==> config.mk <==
export PLATFORM = sky130hd
export DESIGN_NAME = dtml_train
export DESIGN_NICKNAME = d
export VERILOG_FILES = /design/src/dtml_pkg.sv /design/src/dtml_rd_burst.sv /design/src/dtml_train.sv
export SDC_FILE = /design/constraint.sdc
export NUM_CORES = 1
export LEC_CHECK = 0
export BUFFER_PORTS_ARGS = -buffer_cell sky130_fd_sc_hd__buf_2
export CAP_MARGIN = 5
export CORE_ASPECT_RATIO = 0.75
export CORE_UTILIZATION = 35
export DETAILED_ROUTE_END_ITERATION = 8
export SYNTH_ARGS = -nofsm -noshare
export SYNTH_HDL_FRONTEND = slang
export SYNTH_SLANG_ARGS = --single-unit
==> constraint.sdc <==
create_clock -name clock -period 2.1 [get_ports clock]
set_input_delay 0.42 -clock clock [delete_from_list [all_inputs] [get_ports clock]]
set_output_delay 0.42 -clock clock [all_outputs]
set_load 0.02 [all_outputs]
==> src/dtml_pkg.sv <==
// constants, types and helpers of the training mode logic
// Summary of operation
// - feedback on prime bit or all; others low
// - feedback is clock level at strobe rise
// - data pins undefined until tMOD after exit
// - commands after tMOD, mode commands after tMRD
// - register 3 bit A2 high enters pattern mode
// - pattern mode reads served from pattern register
// - read with auto precharge acts as read
// - reset still works in pattern mode
// - A2 low reads array, location bits ignored
// - lane bit 0 carries pattern, others copy/zero
// - burst chop nibble chosen by read A2
// - bank and upper column bits ignored
// - A12 chops burst on the fly if enabled
// - pattern reads use array read latency
// - location zero returns alternating zero one pattern
// - burst order bit 0 is LSB
// - register 1 bit A7 enters and leaves leveling
// - strobe rise samples clock, drives feedback
// - leveling termination pin switches strobe termination only
package dtml_pkg;
    // bus widths
    localparam int DTML_DQ_W = 16;
    localparam int DTML_LANE_W = 8;
    localparam int DTML_ADDR_W = 13;
    // mode register selects on the bank address pins
    localparam logic [2:0] DTML_BA_MR0 = 3'h0;
    localparam logic [2:0] DTML_BA_MR1 = 3'h1;
    localparam logic [2:0] DTML_BA_MR3 = 3'h3;
    // field positions in the address word
    localparam int DTML_MR0_BL_LSB = 0;
    localparam int DTML_MR1_WL_BIT = 7;
    localparam int DTML_MR1_QOFF_BIT = 12;
    localparam int DTML_MR3_MPR_BIT = 2;
    localparam int DTML_MR3_LOC_LSB = 0;
    localparam int DTML_RD_NIB_BIT = 2;
    localparam int DTML_RD_AP_BIT = 10;
    localparam int DTML_RD_BC_BIT = 12;
    // burst length field encodings
    localparam logic [1:0] DTML_BL_FIX8 = 2'h0;
    localparam logic [1:0] DTML_BL_OTF = 2'h1;
    localparam logic [1:0] DTML_BL_FIX4 = 2'h2;
    // reset values
    localparam logic [1:0] DTML_BL_RST = 2'h0;
    localparam logic [1:0] DTML_LOC_RST = 2'h0;
    localparam logic DTML_WL_RST = 1'b0;
    localparam logic DTML_QOFF_RST = 1'b0;
    localparam logic DTML_MPR_RST = 1'b0;
    // pattern locations; reserved ones return a fixed word
    localparam logic [1:0] DTML_LOC_CAL = 2'h0;
    localparam logic [7:0] DTML_PAT_CAL = 8'haa;
    localparam logic [7:0] DTML_PAT_RFU = 8'h00;
    // timing: tMOD is the larger of 12 clocks and 15 ns, tMRD is 4 clocks
    localparam int DTML_CLK_NS = 50;
    localparam int DTML_TMOD_NCK = 12;
    localparam int DTML_TMOD_NS = 15;
    localparam int DTML_TMOD_NS_CYC = (DTML_TMOD_NS + DTML_CLK_NS - 1) / DTML_CLK_NS;
    localparam int DTML_TMOD_CYC = (DTML_TMOD_NCK > DTML_TMOD_NS_CYC) ?
        DTML_TMOD_NCK : DTML_TMOD_NS_CYC;
    localparam int DTML_TMRD_CYC = 4;
    localparam int DTML_TMR_W = 4;
    // command pins, sampled on the rising clock
    typedef struct packed {
        logic cs_n;
        logic ras_n;
        logic cas_n;
        logic we_n;
        logic [2:0] ba;
        logic [DTML_ADDR_W-1:0] addr;
    } dtml_cmd_t;
    // one read as handed to the burst engine
    typedef struct packed {
        logic calibration_pattern_register;
        logic bc4;
        logic nib;
        logic [7:0] pat;
    } dtml_rd_t;
    // write leveling sequence
    typedef enum logic [3:0] {
        DTML_WL_IDLE = 4'b0001,
        DTML_WL_ARMED = 4'b0010,
        DTML_WL_FB = 4'b0100,
        DTML_WL_UNDEF = 4'b1000
    } dtml_wl_st_t;
    // one bit onto both lanes: bit 0 always, bits 7..1 copied or zero
    function automatic logic [DTML_DQ_W-1:0] dtml_lane_fill(input logic b, input logic repl);
        logic [DTML_LANE_W-1:0] lane;
        lane = {{(DTML_LANE_W-1){b & repl}}, b};
        return {lane, lane};
    endfunction
endpackage

==> src/dtml_rd_burst.sv <==
// read latency pipe and burst beat generator
`timescale 1ns/10ps
module dtml_rd_burst import dtml_pkg::*; #(
    parameter int RL = 6,
    parameter logic REPL = 1'b1
) (
    input wire logic clock,
    input wire logic rst_n,
    input wire logic launch,
    input wire dtml_rd_t launch_info,
    input wire logic [DTML_DQ_W-1:0] arr_rdata,
    output logic beat_vld_ff,
    output logic [DTML_DQ_W-1:0] beat_data_ff
);
    localparam int DEPTH = (RL > 1) ? RL - 1 : 1;
    dtml_rd_t pipe_ff [DEPTH]; // read info in flight
    logic [DEPTH-1:0] pvld_ff; // one valid bit per stage
    dtml_rd_t cur_ff; // burst being sent
    logic [2:0] cnt_ff; // next beat index
    logic busy_ff; // burst still running
    logic tap; // read reaches the data phase
    dtml_rd_t sel; // info of the beat being built
    logic [2:0] beat_n; // beat index being built
    logic [2:0] ord; // burst order position
    logic last;

    // array and pattern reads share this one pipe, so latency is identical
    always_ff @(posedge clock or negedge rst_n) begin
        if (!rst_n) begin
            pvld_ff <= '0;
            for (int i = 0; i < DEPTH; i++) begin
                pipe_ff[i] <= '0;
            end
        end else begin
            pvld_ff <= {pvld_ff[DEPTH-2:0], launch};
            pipe_ff[0] <= launch_info;
            for (int i = 1; i < DEPTH; i++) begin
                pipe_ff[i] <= pipe_ff[i-1];
            end
        end
    end

    assign tap = pvld_ff[DEPTH-1];

    // beat selection; a new read restarts the counter for back-to-back bursts
    always_comb begin
        sel = tap ? pipe_ff[DEPTH-1] : cur_ff;
        beat_n = tap ? 3'h0 : cnt_ff;
        // chop picks the nibble from the read address
        ord = sel.bc4 ? {sel.nib, beat_n[1:0]} : beat_n;
        last = sel.bc4 ? (beat_n[1:0] == 2'h3) : (beat_n == 3'h7);
    end

    // burst counter
    always_ff @(posedge clock or negedge rst_n) begin
        if (!rst_n) begin
            cur_ff <= '0;
            cnt_ff <= 3'h0;
            busy_ff <= 1'b0;
        end else if (tap || busy_ff) begin
            cur_ff <= sel;
            cnt_ff <= beat_n + 3'h1;
            busy_ff <= !last;
        end
    end

    // beat data; order bit 0 is the pattern LSB
    always_ff @(posedge clock or negedge rst_n) begin
        if (!rst_n) begin
            beat_vld_ff <= 1'b0;
            beat_data_ff <= '0;
        end else begin
            beat_vld_ff <= tap || busy_ff;
            if (sel.calibration_pattern_register) begin
                beat_data_ff <= dtml_lane_fill(sel.pat[ord], REPL);
            end else begin
                beat_data_ff <= arr_rdata; // array read
            end
        end
    end
endmodule

==> src/dtml_train.sv <==
// training mode logic: write leveling feedback and pattern register reads
`timescale 1ns/10ps
module dtml_train import dtml_pkg::*; #(
    parameter int AL = 0,
    parameter int CL = 6,
    parameter logic PRIME_ONLY = 1'b1,
    parameter logic REPL = 1'b1
) (
    input wire logic clock,
    input wire logic rst_n,
    input wire dtml_cmd_t cmd,
    input wire logic odt,
    input wire logic dqs_pin,
    input wire logic ck_pin,
    input wire logic [DTML_DQ_W-1:0] arr_rdata,
    output logic [DTML_DQ_W-1:0] dq_out_ff,
    output logic dq_oe_n_ff,
    output logic dq_undef_ff,
    output logic dqs_term_on_ff,
    output logic dq_term_on_ff,
    output logic wl_active_ff,
    output logic mpr_active_ff,
    output logic cmd_ready_ff,
    output logic mrs_ready_ff,
    output logic arr_rd_req_ff,
    output logic [2:0] arr_ba_ff,
    output logic [9:0] arr_col_ff,
    output logic auto_pre_req_ff
);
    localparam int RL = AL + CL;
    localparam logic [DTML_TMR_W-1:0] TMOD_LD = DTML_TMR_W'(DTML_TMOD_CYC);
    localparam logic [DTML_TMR_W-1:0] TMRD_LD = DTML_TMR_W'(DTML_TMRD_CYC);

    // mode register copies
    logic [1:0] bl_mode_ff; // burst length field
    logic wl_en_ff; // write leveling enable
    logic qoff_ff; // output buffer off
    logic mpr_en_ff; // pattern register mode
    logic [1:0] loc_ff; // pattern location select
    // after-command timers
    logic [DTML_TMR_W-1:0] tmod_cnt_ff;
    logic [DTML_TMR_W-1:0] tmrd_cnt_ff;
    // pin synchronisers, first stage feeds only the second
    logic [2:0] dqs_sync_ff;
    logic [2:0] ck_sync_ff;
    logic dqs_lvl_ff; // agreed strobe level
    logic ck_lvl_ff; // agreed clock sample level
    // leveling state
    dtml_wl_st_t wl_st_ff;
    dtml_wl_st_t nxt_wl_st;
    logic fb_ff; // latest feedback value
    // decode
    logic is_mrs;
    logic is_rd;
    logic mrs_mr0;
    logic mrs_mr1;
    logic mrs_mr3;
    logic dqs_agree;
    logic ck_agree;
    logic dqs_rise;
    logic ck_now;
    logic rd_launch;
    dtml_rd_t rd_info;
    logic beat_vld;
    logic [DTML_DQ_W-1:0] beat_data;

    // command decode from the four control pins
    function automatic logic dtml_cmd_match(input dtml_cmd_t c, input logic [2:0] rcw);
        return !c.cs_n && ({c.ras_n, c.cas_n, c.we_n} == rcw);
    endfunction

    assign is_mrs = dtml_cmd_match(cmd, 3'h0);
    assign is_rd = dtml_cmd_match(cmd, 3'h5);
    assign mrs_mr0 = is_mrs && (cmd.ba == DTML_BA_MR0);
    assign mrs_mr1 = is_mrs && (cmd.ba == DTML_BA_MR1);
    assign mrs_mr3 = is_mrs && (cmd.ba == DTML_BA_MR3);

    // mode registers; reset is a plain async clear and works in every mode
    always_ff @(posedge clock or negedge rst_n) begin
        if (!rst_n) begin
            bl_mode_ff <= DTML_BL_RST;
            wl_en_ff <= DTML_WL_RST;
            qoff_ff <= DTML_QOFF_RST;
            mpr_en_ff <= DTML_MPR_RST;
            loc_ff <= DTML_LOC_RST;
        end else begin
            if (mrs_mr0) begin
                bl_mode_ff <= cmd.addr[DTML_MR0_BL_LSB +: 2];
            end
            if (mrs_mr1) begin
                // A7 enters and leaves leveling
                wl_en_ff <= cmd.addr[DTML_MR1_WL_BIT];
                qoff_ff <= cmd.addr[DTML_MR1_QOFF_BIT];
            end
            if (mrs_mr3) begin
                // A2 high enters pattern mode, low returns to array
                mpr_en_ff <= cmd.addr[DTML_MR3_MPR_BIT];
                loc_ff <= cmd.addr[DTML_MR3_LOC_LSB +: 2];
            end
        end
    end

    // tMOD timer: any valid command may follow once it runs out
    always_ff @(posedge clock or negedge rst_n) begin
        if (!rst_n) begin
            tmod_cnt_ff <= '0;
            cmd_ready_ff <= 1'b1;
        end else if (is_mrs) begin
            tmod_cnt_ff <= TMOD_LD - DTML_TMR_W'(1);
            cmd_ready_ff <= 1'b0;
        end else if (tmod_cnt_ff != '0) begin
            tmod_cnt_ff <= tmod_cnt_ff - DTML_TMR_W'(1);
        end else begin
            cmd_ready_ff <= 1'b1;
        end
    end

    // tMRD timer: the next mode command is allowed sooner
    always_ff @(posedge clock or negedge rst_n) begin
        if (!rst_n) begin
            tmrd_cnt_ff <= '0;
            mrs_ready_ff <= 1'b1;
        end else if (is_mrs) begin
            tmrd_cnt_ff <= TMRD_LD - DTML_TMR_W'(1);
            mrs_ready_ff <= 1'b0;
        end else if (tmrd_cnt_ff != '0) begin
            tmrd_cnt_ff <= tmrd_cnt_ff - DTML_TMR_W'(1);
        end else begin
            mrs_ready_ff <= 1'b1;
        end
    end

    // strobe and clock-level pins are asynchronous to us: three stages each
    always_ff @(posedge clock or negedge rst_n) begin
        if (!rst_n) begin
            dqs_sync_ff <= 3'h0;
            ck_sync_ff <= 3'h0;
        end else begin
            dqs_sync_ff <= {dqs_sync_ff[1:0], dqs_pin};
            ck_sync_ff <= {ck_sync_ff[1:0], ck_pin};
        end
    end

    // a change counts only once stages two and three agree
    assign dqs_agree = (dqs_sync_ff[1] == dqs_sync_ff[2]);
    assign ck_agree = (ck_sync_ff[1] == ck_sync_ff[2]);
    assign dqs_rise = dqs_agree && dqs_sync_ff[2] && !dqs_lvl_ff;
    assign ck_now = ck_agree ? ck_sync_ff[2] : ck_lvl_ff;

    // agreed levels
    always_ff @(posedge clock or negedge rst_n) begin
        if (!rst_n) begin
            dqs_lvl_ff <= 1'b0;
            ck_lvl_ff <= 1'b0;
        end else begin
            if (dqs_agree) begin
                dqs_lvl_ff <= dqs_sync_ff[2];
            end
            if (ck_agree) begin
                ck_lvl_ff <= ck_sync_ff[2];
            end
        end
    end

    // feedback sample: clock high reads 1, low reads 0
    always_ff @(posedge clock or negedge rst_n) begin
        if (!rst_n) begin
            fb_ff <= 1'b0;
        end else if (dqs_rise && wl_en_ff) begin
            fb_ff <= ck_now;
        end
    end

    // leveling sequence
    always_comb begin
        nxt_wl_st = wl_st_ff;
        case (wl_st_ff)
            DTML_WL_IDLE: begin
                if (mrs_mr1 && cmd.addr[DTML_MR1_WL_BIT]) begin
                    nxt_wl_st = DTML_WL_ARMED;
                end
            end
            DTML_WL_ARMED: begin
                if (mrs_mr1 && !cmd.addr[DTML_MR1_WL_BIT]) begin
                    nxt_wl_st = DTML_WL_UNDEF;
                end else if (dqs_rise) begin
                    nxt_wl_st = DTML_WL_FB; // first sample taken
                end
            end
            DTML_WL_FB: begin
                // exit: pins go undefined until tMOD after the command
                if (mrs_mr1 && !cmd.addr[DTML_MR1_WL_BIT]) begin
                    nxt_wl_st = DTML_WL_UNDEF;
                end
            end
            DTML_WL_UNDEF: begin
                if (mrs_mr1 && cmd.addr[DTML_MR1_WL_BIT]) begin
                    nxt_wl_st = DTML_WL_ARMED;
                end else if (!is_mrs && tmod_cnt_ff == '0) begin
                    nxt_wl_st = DTML_WL_IDLE;
                end
            end
            default: begin
                nxt_wl_st = DTML_WL_IDLE;
            end
        endcase
    end

    // state register
    always_ff @(posedge clock or negedge rst_n) begin
        if (!rst_n) begin
            wl_st_ff <= DTML_WL_IDLE;
        end else begin
            wl_st_ff <= nxt_wl_st;
        end
    end

    // read hand-off; leveling blocks reads since only idle commands are legal then
    always_comb begin
        rd_launch = is_rd && !wl_en_ff;
        rd_info.calibration_pattern_register = mpr_en_ff; // pattern mode redirects reads
        // chop by mode register, or on the fly by A12 low
        rd_info.bc4 = (bl_mode_ff == DTML_BL_FIX4) ||
            ((bl_mode_ff == DTML_BL_OTF) && !cmd.addr[DTML_RD_BC_BIT]);
        rd_info.nib = cmd.addr[DTML_RD_NIB_BIT] && rd_info.bc4;
        // location from mode register 3; reserved ones give a fixed word
        rd_info.pat = (loc_ff == DTML_LOC_CAL) ? DTML_PAT_CAL : DTML_PAT_RFU;
    end

    // array access; in pattern mode bank, column and precharge are ignored
    always_ff @(posedge clock or negedge rst_n) begin
        if (!rst_n) begin
            arr_rd_req_ff <= 1'b0;
            arr_ba_ff <= 3'h0;
            arr_col_ff <= 10'h000;
            auto_pre_req_ff <= 1'b0;
        end else begin
            // array only when pattern mode is off
            arr_rd_req_ff <= rd_launch && !mpr_en_ff;
            // auto precharge suppressed in pattern mode
            auto_pre_req_ff <= rd_launch && !mpr_en_ff && cmd.addr[DTML_RD_AP_BIT];
            if (rd_launch && !mpr_en_ff) begin
                arr_ba_ff <= cmd.ba;
                arr_col_ff <= cmd.addr[9:0];
            end
        end
    end

    // shared latency pipe and burst generator
    dtml_rd_burst #(
        .RL(RL),
        .REPL(REPL)
    ) u_burst (
        .clock(clock),
        .rst_n(rst_n),
        .launch(rd_launch),
        .launch_info(rd_info),
        .arr_rdata(arr_rdata),
        .beat_vld_ff(beat_vld),
        .beat_data_ff(beat_data)
    );

    // data pins: feedback in leveling, read beats otherwise
    always_ff @(posedge clock or negedge rst_n) begin
        if (!rst_n) begin
            dq_out_ff <= '0;
            dq_oe_n_ff <= 1'b1;
        end else if (wl_st_ff == DTML_WL_FB) begin
            // prime bit only, rest held low, or every bit
            dq_out_ff <= dtml_lane_fill(fb_ff, !PRIME_ONLY);
            dq_oe_n_ff <= qoff_ff; // output buffer off keeps pins released
        end else if (beat_vld) begin
            dq_out_ff <= beat_data;
            dq_oe_n_ff <= 1'b0;
        end else begin
            dq_out_ff <= '0;
            dq_oe_n_ff <= 1'b1;
        end
    end

    // status and termination; leveling lets the pin switch strobe termination only
    always_ff @(posedge clock or negedge rst_n) begin
        if (!rst_n) begin
            dq_undef_ff <= 1'b0;
            dqs_term_on_ff <= 1'b0;
            dq_term_on_ff <= 1'b0;
            wl_active_ff <= 1'b0;
            mpr_active_ff <= 1'b0;
        end else begin
            dq_undef_ff <= (nxt_wl_st == DTML_WL_ARMED) || (nxt_wl_st == DTML_WL_UNDEF);
            dqs_term_on_ff <= odt && wl_en_ff;
            dq_term_on_ff <= odt && !wl_en_ff;
            wl_active_ff <= wl_en_ff;
            mpr_active_ff <= mpr_en_ff;
        end
    end
endmodule

Word level (Yosys, flattened, before mapping)
Cells that the tools add are included.

word-level totals
  register bits = 158
  output and inout bits = 39
  input port bits = 41
  logic and storage cells = 140

cells by class
  mux-type cells = 28
  eq/ne operators = 17
  order comparisons = 1
  reductions and logical operators = 37
  add/subtract/negate cells = 3

operators with widths
  cell                   number
  $mux W16               3
  $mux W4                10
  $logic_and A1 B1 Y1    18
  $pmux W4 S4            1
  $mux W11               1
  $mux W1                9
  $eq A4 B2 Y1 const B   2
  $eq A4 B4 Y1 const B   2
  $logic_not A1 Y1       8
  $mux W8                1
  $reduce_bool A4 Y1     2
  $sub A4 B1 Y4 const B  2
  $eq A3 B3 Y1 const B   2
  $logic_not A3 Y1       2
  $mux W3                2
  $eq A2 B2 Y1 const B   2
  $eq A4 B1 Y1 const B   1
  $eq A4 B3 Y1 const B   1
  $logic_not A4 Y1       1
  $lt A3 B4 Y1 const B   1
  $ne A2 B2 Y1 const B   2
  $reduce_bool A2 Y1     2
  $add A3 B1 Y3 const B  1
  $bmux W1 S3            1
  6 further kinds        9

Depth between registers and ports, before layout
Gate-level depths: netlist (run 1).

  depth after elaboration = 9
  depth in mapped cells = 8
  depth with buffers taken out = 6

Modules after synthesis
From an unflattened synthesis (run 1), not the netlist that was laid out.

second synthesis, totals
  cells, all modules = 347
  area total of the unflattened synthesis = 5,425.2 um^2

by module, submodules not included
  module         area an instance (um^2)  instances  sequential area each (um^2)  cells an instance
  dtml_rd_burst  2,821.5                  1          2,302.2                      153
  dtml_train     2,603.7                  1          1,681.6                      194

Least setup slack after synthesis (run 1)
OpenSTA, ideal clock, no wires.

  path type = register -> register
  from = register tmod_cnt_ff[0]
  to = register dq_undef_ff
  library setup time = 0.125 ns
  required time = 1.975 ns
  path slack = 0.312 ns
  data arrival time = 1.663 ns
  path buffers = 1
  clock period less this slack = 1.788 ns
  cell stages (with the launch flop) = 8
  path through = dfrtp_1 -> inv_1 -> ha_1 -> or3b_1 -> clkbuf_1 -> o2111ai_1 -> o21ai_0 -> a2bb2o_1

on the way
  word-level cells in the longest chain between the ends = 7
  elaborated cells on any way between the ends = 8
  those cells by class = 2 x eq/ne; 3 x mux; 3 x reduce/logical

RTL lines
  what                                                 RTL line           source
  start: declaration                                   dtml_train.sv:41   logic [DTML_TMR_W-1:0] tmod_cnt_ff;
  start signal: assignment                             dtml_train.sv:109  tmod_cnt_ff <= TMOD_LD - DTML_TMR_W'(1);
  start signal: assignment                             dtml_train.sv:112  tmod_cnt_ff <= tmod_cnt_ff - DTML_TMR_W'(1);
  $logic_not A4 Y1 *                                   dtml_train.sv:199  end else if (!is_mrs && tmod_cnt_ff == '0) begin
  $logic_and A1 B1 Y1 *                                dtml_train.sv:199
  $mux W4 *                                            dtml_train.sv:199
  $mux W4 *                                            dtml_train.sv:197  if (mrs_mr1 && cmd.addr[DTML_MR1_WL_BIT]) begin
  $pmux W4 S4 *                                        dtml_train.sv:177  case (wl_st_ff)
  $eq A4 B2 Y1 / $eq A4 B4 Y1 (equally long branches)  dtml_train.sv:290  dq_undef_ff <= (nxt_wl_st == DTML_WL_ARMED) || (nxt_wl_st == DTML_WL_UNDEF);
  $logic_or A1 B1 Y1 *                                 dtml_train.sv:290
  end signal: assignment                               dtml_train.sv:290
  end: declaration                                     dtml_train.sv:18   output logic dq_undef_ff,

Mark *: on every way between the ends. The rest lies on a longest branch, timed or not.
A chain may end at the register's enable or synchronous reset.

Worst setup path in the final report (run 1)
Ends and elaborated chain as after synthesis.

==> results.toml, run 1 <==
[worst_setup_path]
critPathMaxStageDelay_ns = 0.47
worst_setup_path_startpoint = "tmod_cnt_ff[0]"
setup.worst_path.start_class = "register"
r2r_start = "tmod_cnt_ff[0]"
worstReg2RegEnd = "dq_undef_ff"
end_kind = "register"
crit_required_ns = 2.39
timing.critical_path.fanout_max = 5
ff2ff_setup_slack_ns = 0.15
path_class = "register to register"
endpoint = "dq_undef_ff"
cp_cell_sequence = "inv_1, ha_1, or3b_1, o2111ai_1, o21ai_0, a2bb2o_1"
worstRegToRegCells = 6
worst-endpoint-arrival_ns = 2.23
crit_slowest_cell = "or3b_1"

[sta]
maxSlewViolCount = 0
layout_worst_path_cycle_share_pct = 92.63
max_freq_ghz = 0.5141
worst_slew_margin_rel_pct = 61.67
clock_period_minus_final_worst_setup_slack_ns = 1.945
setup_ws_ns = 0.1549
timing.final.hold_violations = 0
report.final.setup_viol = 0
grt_setup_unrepaired = "false"
clock-skew-final_ns = 0.007685
slew_at_the_pin_closest_to_its_max_slew_limit_ns = 0.5750
setup_tns_ns = 0

[synth]
synth.ff_latch_count = 123
yosysWarningCount = 0
synth_largest_type_area_fraction_pct = 65.62
post-synth-top-area-cell = "dfrtp_1"
ys_types = 38
synthArstFlopShare_pct = 100.0
synth-edff-count = 0
postSynthAreaPerCell_um2 = 13.67
sequential_element_share_of_the_synthesized_area_pct = 67.93
synth_area_leaders = "dfrtp_1, mux2_2, mux2i_1"
synth_fp_nets = 379
post_synth_instance_area_um2 = 4538
dominantRegCellSynth = "dfrtp_1"
count_of_mapped_cells_out_of_synthesis = 332

[floorplan]
floorplan.initialDensity_pct = 36.36
dieHeight_um = 100.6
floorplan.rows = 35
die_width_um = 133.5
pin_count = 80
die_area_um2 = 13430
floorplan.core_area_um2 = 12480

[run]
maxCapViolations = 0

[routing]
routed_wirelength_um = 8106
drt_pre_antenna_iters = 4
detailroute.via_count = 2749
final_antenna_net_count = 0
via_per_inst = 4.529
drt-initial-drc-count = 134
remaining_drc_errors = 0
wl_per_cell_um = 13.35

[clock_network]
postCtsSetupRepairBufs = 0
numCtsBuffers = 17
ctsResizeCount = 0
cts_tree = "built"
clk_path_buf_depth = 2
number_of_clock_sinks = 123
worst_skew_pair.late_latency_ns = 0.40
clk_pin_slew_worst_paths_ns = 0.05
post_cts_hold_buffer_count = 1
cts-root-buf = "clkbuf_16"
htreeDepth = 4

[grt]
grt_first_pass_wirelength_um = 14230
global_route.overflow_total = 0
grt_pass1_vias = 2897
largest_net_degree_at_the_start_of_global_routing = 62
antenna_found_initial = 0
grt_total_usage_pct = 14.03

[finish]
drive_gt1_share_pct = 34.92
fill_cells = 1152
layout.cells.non_filler = 607
design.final.nets = 475
area_delta_synth_final_pct = 26.03
final-seq-area_um2 = 3083
insertedDiodeCount = 0
multi_input_area_um2 = 1289

[placement]
placement.io_buffers = 78
placed_cells = 574
placement_stage_worst_setup_slack_ns = 0.1455
gpl.final_weighted_congestion = 0.7551
place.detailed.hpwl_um = 5723

[power_and_ir_drop]
power_density_nw_per_um2 = 1255
leakage_nw = 2.853
ir_drop_v = 0.0006369

[min_path]
hold_path_class = "input pin to register"

[outcome]
status = "complete, no violations"
## flip-flops by register name, indices dropped and copies added, names as in the netlist, 4 cells and up
signal	cells
u_burst.pipe_ff	20
dq_out_ff	16
u_burst.beat_data_ff	16
u_burst.cur_ff	11
arr_col_ff	10
u_burst.pvld_ff	5
tmod_cnt_ff	4
tmrd_cnt_ff	4
wl_st_ff	4
## final cells by class
type                            count  area share [%]
Clock buffer                       25           8.663
Clock inverter                      7          0.7001
Inverter                           29           1.903
Multi-Input combinational cell    169           22.53
Sequential cell                   123           53.91
Tap cell                          166           3.632
Timing Repair Buffer               88           8.663
## metal layers
layer | vias to the layer above | track usage, % | share of wire (%)
met5 | - | 0 | 0
met4 | 0 | 4.458 | 0.65
met3 | 9 | 5.882 | 6.3
met2 | 84 | 21.47 | 46
met1 | 1372 | 18.08 | 47
li1 | 1284 | - | -
## synth_stat cells (3+ instances only)
| master | count |
|---|---|
| a21oi_1 | 3 |
| a31oi_1 | 3 |
| and2_1 | 18 |
| buf_2 | 7 |
| dfrtp_1 | 119 |
| dfstp_2 | 4 |
| ha_1 | 6 |
| inv_1 | 29 |
| mux2_2 | 32 |
| mux2i_1 | 18 |
| nand2_1 | 20 |
| nand2b_1 | 3 |
| nand3_1 | 3 |
| nor2_1 | 15 |
| nor2b_1 | 12 |
| nor4_1 | 3 |
| o21ai_0 | 9 |
| xnor2_1 | 3 |
## cell families (layout without fill, tap and decap cells)
logic type | Yosys count | count (layout) | share of synthesized area, %
muxes | 50 | 50 | 11.91
AOI/OAI and AO/OA | 23 | 23 | 3.171
and+or+nand+nor | 85 | 85 | 10.67
adders and majority gates | 7 | 7 | 1.875
xor gates and xnor gates | 4 | 4 | 0.7721
buffers and inverters | 40 | 149 | 3.667
DFF | 123 | 123 | 67.94
## where the power goes
part	leakage, nW	switching (mW)	total, mW	internal (mW)
clock network	0.263	0.966	2.59	1.62
registers	1.54	0.223	3.10	2.87
logic	1.06	0.836	1.49	0.658
## cells in the final DEF, fill, tap and decap left out, types with 4 or more instances in the layout
cell	count
nor2b_1	12
clkbuf_8	4
nor2_1	15
clkinv_2	5
buf_2	77
dfstp_2	4
ha_1	6
dfrtp_1	119
buf_4	8
clkbuf_1	4
clkbuf_16	17
o21ai_0	9
mux2_2	32
mux2i_1	18
nand2_1	20
inv_1	29
and2_1	18
## how the worst min path moves through the flow
stage | start | endpoint | slack, ns | cells after the start
finish | ck_pin | ck_sync_ff[0] | 0.12 | 1
global route | ck_pin | ck_sync_ff[0] | 0.1 | 1
CTS | ck_pin | ck_sync_ff[0] | 0.10 | 1
detailed placement | u_burst.pipe_ff[52] | u_burst.pipe_ff[41] | 0.33 | 0
global placement | u_burst.pipe_ff[41] | u_burst.pipe_ff[30] | 0.33 | 0
floorplan | rst_n | arr_ba_ff[0] | 0.12 | 0
## critical path: cells and delay by family (launching register included)
family / cells / cell delay (ns)
AO/OA/AOI/OAI: 3 / 0.68
AND/OR/NAND/NOR: 1 / 0.47
flip-flops: 1 / 0.40
adder cells (fa/ha/maj): 1 / 0.20
buffers and inverters: 1 / 0.07
## stage by stage
step	hold slack, ns	utilization, %	power [mW]	instance area [um^2]
floorplan	0.1244	-	4.145	4538
global placement	0.3316	41.45	4.575	5174
detailed placement	0.3347	41.45	4.664	5174
CTS	0.1017	45.82	7.306	5719
global route	0.09750	45.82	7.641	5719
finish	0.1206	45.82	7.178	5719
Note: power is estimated with default switching activity, not from simulation.
==> run 2: changes to the inputs <==
ABC_CLOCK_PERIOD_IN_PS = 2100   (was unset)
CORE_UTILIZATION = 25   (was 35)
==> run 2 against run 1 <==
Net effect:
- worst hold slack lost 0.0023 ns
- sequential share of layout area shrank 1.3 points
- non-clock buffer count shrank 1
- sequential cell count is the same
- via count shrank 1.9%
- combinational power is essentially flat
- routed wire length grew 6.8%
- die area grew 39%
- clock power grew 14%
- critical path depth is the same
- clock-buffer cell count shrank 7
- total power grew 5.1%
- largest cell class unchanged
==> results.toml, run 2 (same netlist as run 1, synthesis figures left out) <==
[outcome]
status = "complete, no violations"

[floorplan]
floorplan.rows = 42
pin_count = 80
floorplan.core_area_um2 = 17710
dieHeight_um = 118.7
die_area_um2 = 18700
die_width_um = 157.6
floorplan.initialDensity_pct = 25.63

[worst_setup_path]
crit_required_ns = 2.39
cp_cell_sequence = "inv_1, ha_1, or3b_1, o2111ai_1, o21ai_0, a2bb2o_1"
worst-endpoint-arrival_ns = 2.20
end_kind = "register"
timing.critical_path.fanout_max = 5
cp_num_buf_inv = 1
cpLargestDelayFamily = "compound AO/OA/AOI/OAI gates"
setup.worst_path.start_class = "register"
path_class = "register to register"
critPathMaxStageDelay_ns = 0.46
crit_slowest_cell = "or3b_1"

[power_and_ir_drop]
power_density_nw_per_um2 = 1286
leakage_nw = 2.861
ir_drop_v = 0.0005308

[sta]
layout_worst_path_cycle_share_pct = 90.94
clock-skew-final_ns = 0.006530
timing.final.hold_violations = 0
setup_ws_ns = 0.1902
setup_tns_ns = 0
clock_period_minus_final_worst_setup_slack_ns = 1.910
worst_slew_margin_rel_pct = 60.79
max_freq_ghz = 0.5236
report.final.setup_viol = 0
grt_setup_unrepaired = "false"
maxSlewViolCount = 0
slew_at_the_pin_closest_to_its_max_slew_limit_ns = 0.5881

[clock_network]
number_of_clock_sinks = 123
clk_path_buf_depth = 2
worst_skew_pair.late_latency_ns = 0.41
htreeDepth = 4
cts_tree = "built"
clk_pin_slew_worst_paths_ns = 0.05
cts-root-buf = "clkbuf_16"
numCtsBuffers = 17

[min_path]
hold_path_class = "input pin to register"

[finish]
fill_cells = 1775
final_common_cell = "dfrtp_1"
final_cell_mix = "dfrtp_1, buf_2, mux2_2"
max_ffs_per_register = 20
design.final.nets = 474
regs_by_ff_count = "u_burst.pipe_ff x20, dq_out_ff x16, u_burst.beat_data_ff x16"
area_delta_synth_final_pct = 29.17
max_flop_register = "u_burst.pipe_ff"
drive_gt1_share_pct = 35.45
insertedDiodeCount = 0

[routing]
drt_pre_antenna_iters = 4
drt-initial-drc-count = 102
remaining_drc_errors = 0
routed_wirelength_um = 8661
via_per_inst = 3.955
final_antenna_net_count = 0
detailroute.via_count = 2697
wl_per_cell_um = 12.70

[placement]
placement.io_buffers = 78
gpl.final_weighted_congestion = 0.7409
place.detailed.hpwl_um = 5945
placement_stage_worst_setup_slack_ns = 0.1300

[run]
maxCapViolations = 0

[grt]
global_route.overflow_total = 0
grt_total_usage_pct = 10.46
antenna_found_initial = 0
grt_pass1_vias = 2957
largest_net_degree_at_the_start_of_global_routing = 41
grt_first_pass_wirelength_um = 14560
==> run 2: changes by cell type in the layout (fill, tap and decap cells not counted), sizes merged <==
cell and change:
clkinvlp +2, clkbuf -7, buf -1, clkinv +2, bufinv +3
==> run 2: worst paths after layout <==
path / endpoint / slack (ns) / start / cells past startpoint
setup / recovery: dq_undef_ff / 0.19 / tmod_cnt_ff[0] / 6
hold / removal: ck_sync_ff[0] / 0.12 / ck_pin / 1
setup reg to reg: dq_undef_ff / 0.19 / tmod_cnt_ff[0] / 6
hold reg to reg: u_burst.pipe_ff[38] / 0.34 / u_burst.pipe_ff[49] / 0
max in group asynchronous: u_burst.pipe_ff[49] / 0.87 / rst_n / 3
min in group asynchronous: dq_out_ff[4] / 0.50 / rst_n / 2
==> run 2: where the power goes <==
group          switching, mW  internal, mW  leakage [nW]
clock                   1.07          1.87         0.282
sequential             0.229          2.87          1.54
combinational          0.845         0.653          1.04
total                   2.15          5.39          2.86
==> run 2: what timing repair did <==
action                    in CTS  in global routing
buffers inserted               0                  0
gates resized for setup        0                  0
hold buffers                   1                  0
hold endpoints to repair      31                  0
==> run 2: layer usage <==
metal | track usage, % | up-vias | routed length (um)
li1 | - | 1286 | -
met1 | 13.20 | 1326 | 4038
met2 | 15.85 | 72 | 3980
met3 | 3.557 | 13 | 466
met4 | 5.279 | 0 | 175
met5 | 0 | - | 0
==> run 2: through the flow <==
stage	cells	total power, mW	hold WS [ns]	area, um^2	util, %
finish	682	7.541	0.1183	5862	33.10
floorplan	332	4.145	0.1244	4538	-
global route	682	7.999	0.09901	5862	33.10
detailed placement	649	4.678	0.3347	5249	29.64
CTS	682	7.676	0.1013	5862	33.10
global placement	649	4.589	0.3318	5249	29.64
==> run 2: area by class of cell <==
| cell class | instances | area (um^2) | share of cell area [%] |
|---|---|---|---|
| well taps | 242 | 302.8 | 5.165 |
| inverters | 29 | 108.9 | 1.857 |
| flip-flops and latches | 123 | 3083 | 52.59 |
| clock inverters | 14 | 173.9 | 2.967 |
| multi-input cells | 169 | 1289 | 21.99 |
| clock buffers | 18 | 429.2 | 7.321 |
| repair buffers | 87 | 475.5 | 8.111 |
==> run 3: changes to the inputs <==
ABC_CLOCK_PERIOD_IN_PS = 1640   (was 2100)
clock period = 1.64 ns   (was 2.1 ns; I/O delays follow)
==> run 3 against run 2 <==
Net effect:
- first-iteration DRC count increased by 31%
- cell count is 3.4% higher
- routed wire length decreased by 1.2%
- critical endpoint unchanged
- final area is 5.2% higher
- fmax rose by 17%
- clock-buffer cell count increased by 2
==> results.toml, run 3 (same netlist as run 1, synthesis figures left out) <==
[power_and_ir_drop]
switching_power_mw = 2.822
switching_share_pct = 28.56
leakage_nw = 3.007
power.combinational.fraction_pct = 22.2
clockPowerShare_pct = 37.7
power.total_mw = 9.882
power_report.internal_total_mw = 7.059
power_density_nw_per_um2 = 1603
ir_drop_v = 0.0006801
power_frac_seq_pct = 40.1

[routing]
final_antenna_net_count = 0
routed_wirelength_um = 8554
drt_pre_antenna_iters = 4
wl_per_cell_um = 12.13
drt-initial-drc-count = 134
detailroute.via_count = 2813
remaining_drc_errors = 0
via_per_inst = 3.990

[sta]
report.final.setup_viol = 0
worst_slew_margin_rel_pct = 54.75
fin_hold_ws_ns = 0.02886
setup_tns_ns = 0
clock-skew-final_ns = 0.008138
grt_setup_unrepaired = "true"
maxSlewViolCount = 0
setup_ws_ns = 0.005780
clock_period_minus_final_worst_setup_slack_ns = 1.634
timing.final.hold_violations = 0
max_freq_ghz = 0.6119
slew_at_the_pin_closest_to_its_max_slew_limit_ns = 0.6749
layout_worst_path_cycle_share_pct = 99.65

[worst_setup_path]
crit_slowest_cell = "or3b_4"
crit_required_ns = 1.94
worst-endpoint-arrival_ns = 1.93
critPathMaxStageDelay_ns = 0.40
path_class = "register to register"
timing.critical_path.fanout_max = 2
end_kind = "register"
cp_cell_sequence = "inv_1, ha_2, or3b_4, o2111ai_4, o21ai_2, a2bb2o_4"
setup.worst_path.start_class = "register"

[floorplan]
die_width_um = 157.6
dieHeight_um = 118.7
die_area_um2 = 18700
floorplan.core_area_um2 = 17710
floorplan.rows = 42
floorplan.initialDensity_pct = 25.63
pin_count = 80

[finish]
fin_area_um2 = 6165
design.final.nets = 497
final_common_cell = "dfrtp_1"
final_core_utilization_pct = 34.81
insertedDiodeCount = 0
area_delta_synth_final_pct = 35.84
max_ffs_per_register = 20
max_flop_register = "u_burst.pipe_ff"
drive_gt1_share_pct = 41.90
regs_by_ff_count = "u_burst.pipe_ff x20, dq_out_ff x16, u_burst.beat_data_ff x16"
layout.cells.non_filler = 705
fill_cells = 1734
final_cell_mix = "dfrtp_1, buf_2, inv_1"

[placement]
placed_cells = 666
place.detailed.hpwl_um = 5806
gpl.final_weighted_congestion = 0.7408
placement_stage_cell_area_um2 = 5435
placement_stage_worst_setup_slack_ns = -0.1574
placement.io_buffers = 78

[grt]
grt_first_pass_wirelength_um = 14450
grt_pass1_vias = 2984
global_route.overflow_total = 0
grt_total_usage_pct = 10.06
largest_net_degree_at_the_start_of_global_routing = 44
antenna_found_initial = 0

[clock_network]
number_of_clock_sinks = 123
clk_pin_slew_worst_paths_ns = 0.06
cts_tree = "built"
clk_path_buf_depth = 2
numCtsBuffers = 17
htreeDepth = 4
worst_skew_pair.late_latency_ns = 0.41
cts-root-buf = "clkbuf_16"

[run]
maxCapViolations = 0

[min_path]
hold_path_class = "input pin to register"

[outcome]
status = "complete, no violations"
[run 3: cell count changes in the layout (fill, tap and decap cells not counted), moves of 3 or more]
cell | before | now
buf_4 | 8 | 27
clkbuf_8 | 0 | 3
mux2_2 | 32 | 28
mux2_4 | 0 | 5
[run 3: path summary, 6_finish.rpt]
path                       depth (start not counted)  slack [ns]                   to           startpoint
setup reg to reg                                   6       0.006          dq_undef_ff       tmod_cnt_ff[0]
hold reg to reg                                    0        0.34  u_burst.pipe_ff[10]  u_burst.pipe_ff[21]
hold / removal                                     1        0.03        ck_sync_ff[0]               ck_pin
max in group asynchronous                          3        0.77         mrs_ready_ff                rst_n
min in group asynchronous                          2        0.33  u_burst.pipe_ff[10]                rst_n
setup / recovery                                   6       0.006          dq_undef_ff       tmod_cnt_ff[0]
[run 3: timing repair]
action | in CTS | in global routing
resized for setup | 4 | 12
cloned | 0 | 1
pin swaps | 1 | 3
endpoints found under the hold margin | 7 | 0
hold buffers | 1 | 0
buffers inserted | 2 | 3
endpoints found under the setup margin | 48 | 30
[run 3: critical path: cells and delay by family (launching register included)]
kind	cells	cell delay [ns]
AO/OA/AOI/OAI	3	0.52
adder cells (fa/ha/maj)	1	0.17
AND/OR/NAND/NOR	1	0.40
buffers and inverters	1	0.06
flip-flops	1	0.37
[run 3: power groups by stage]
| stage | sequential (mW) | clock, mW | combinational (mW) |
|---|---|---|---|
| floorplan | 4.23 | 0 | 1.09 |
| global placement | 3.98 | 0 | 1.93 |
| detailed placement | 4.01 | 0 | 2.01 |
| CTS | 3.97 | 3.84 | 2.08 |
| global route | 4.04 | 3.98 | 2.45 |
| finish | 3.96 | 3.73 | 2.19 |
[run 3: metal layers]
layer | global-route usage [%] | part of all wire [%] | wire length, um | up-vias
met5 | 0 | 0 | 0 | -
met4 | 2.913 | 1.0 | 87 | 0
met3 | 4.327 | 5.4 | 466 | 12
met2 | 14.93 | 44 | 3791 | 78
met1 | 13.19 | 49 | 4208 | 1393
li1 | - | - | - | 1330
[run 3: layout make-up]
cell class,count,area (um^2),area share [%]
multi-input cells,170,1393,22.59
inverters,29,108.9,1.766
well taps,242,302.8,4.912
flip-flops and latches,123,3085,50.05
repair buffers,109,669.4,10.86
clock buffers,20,466.7,7.571
clock inverters,12,138.9,2.253
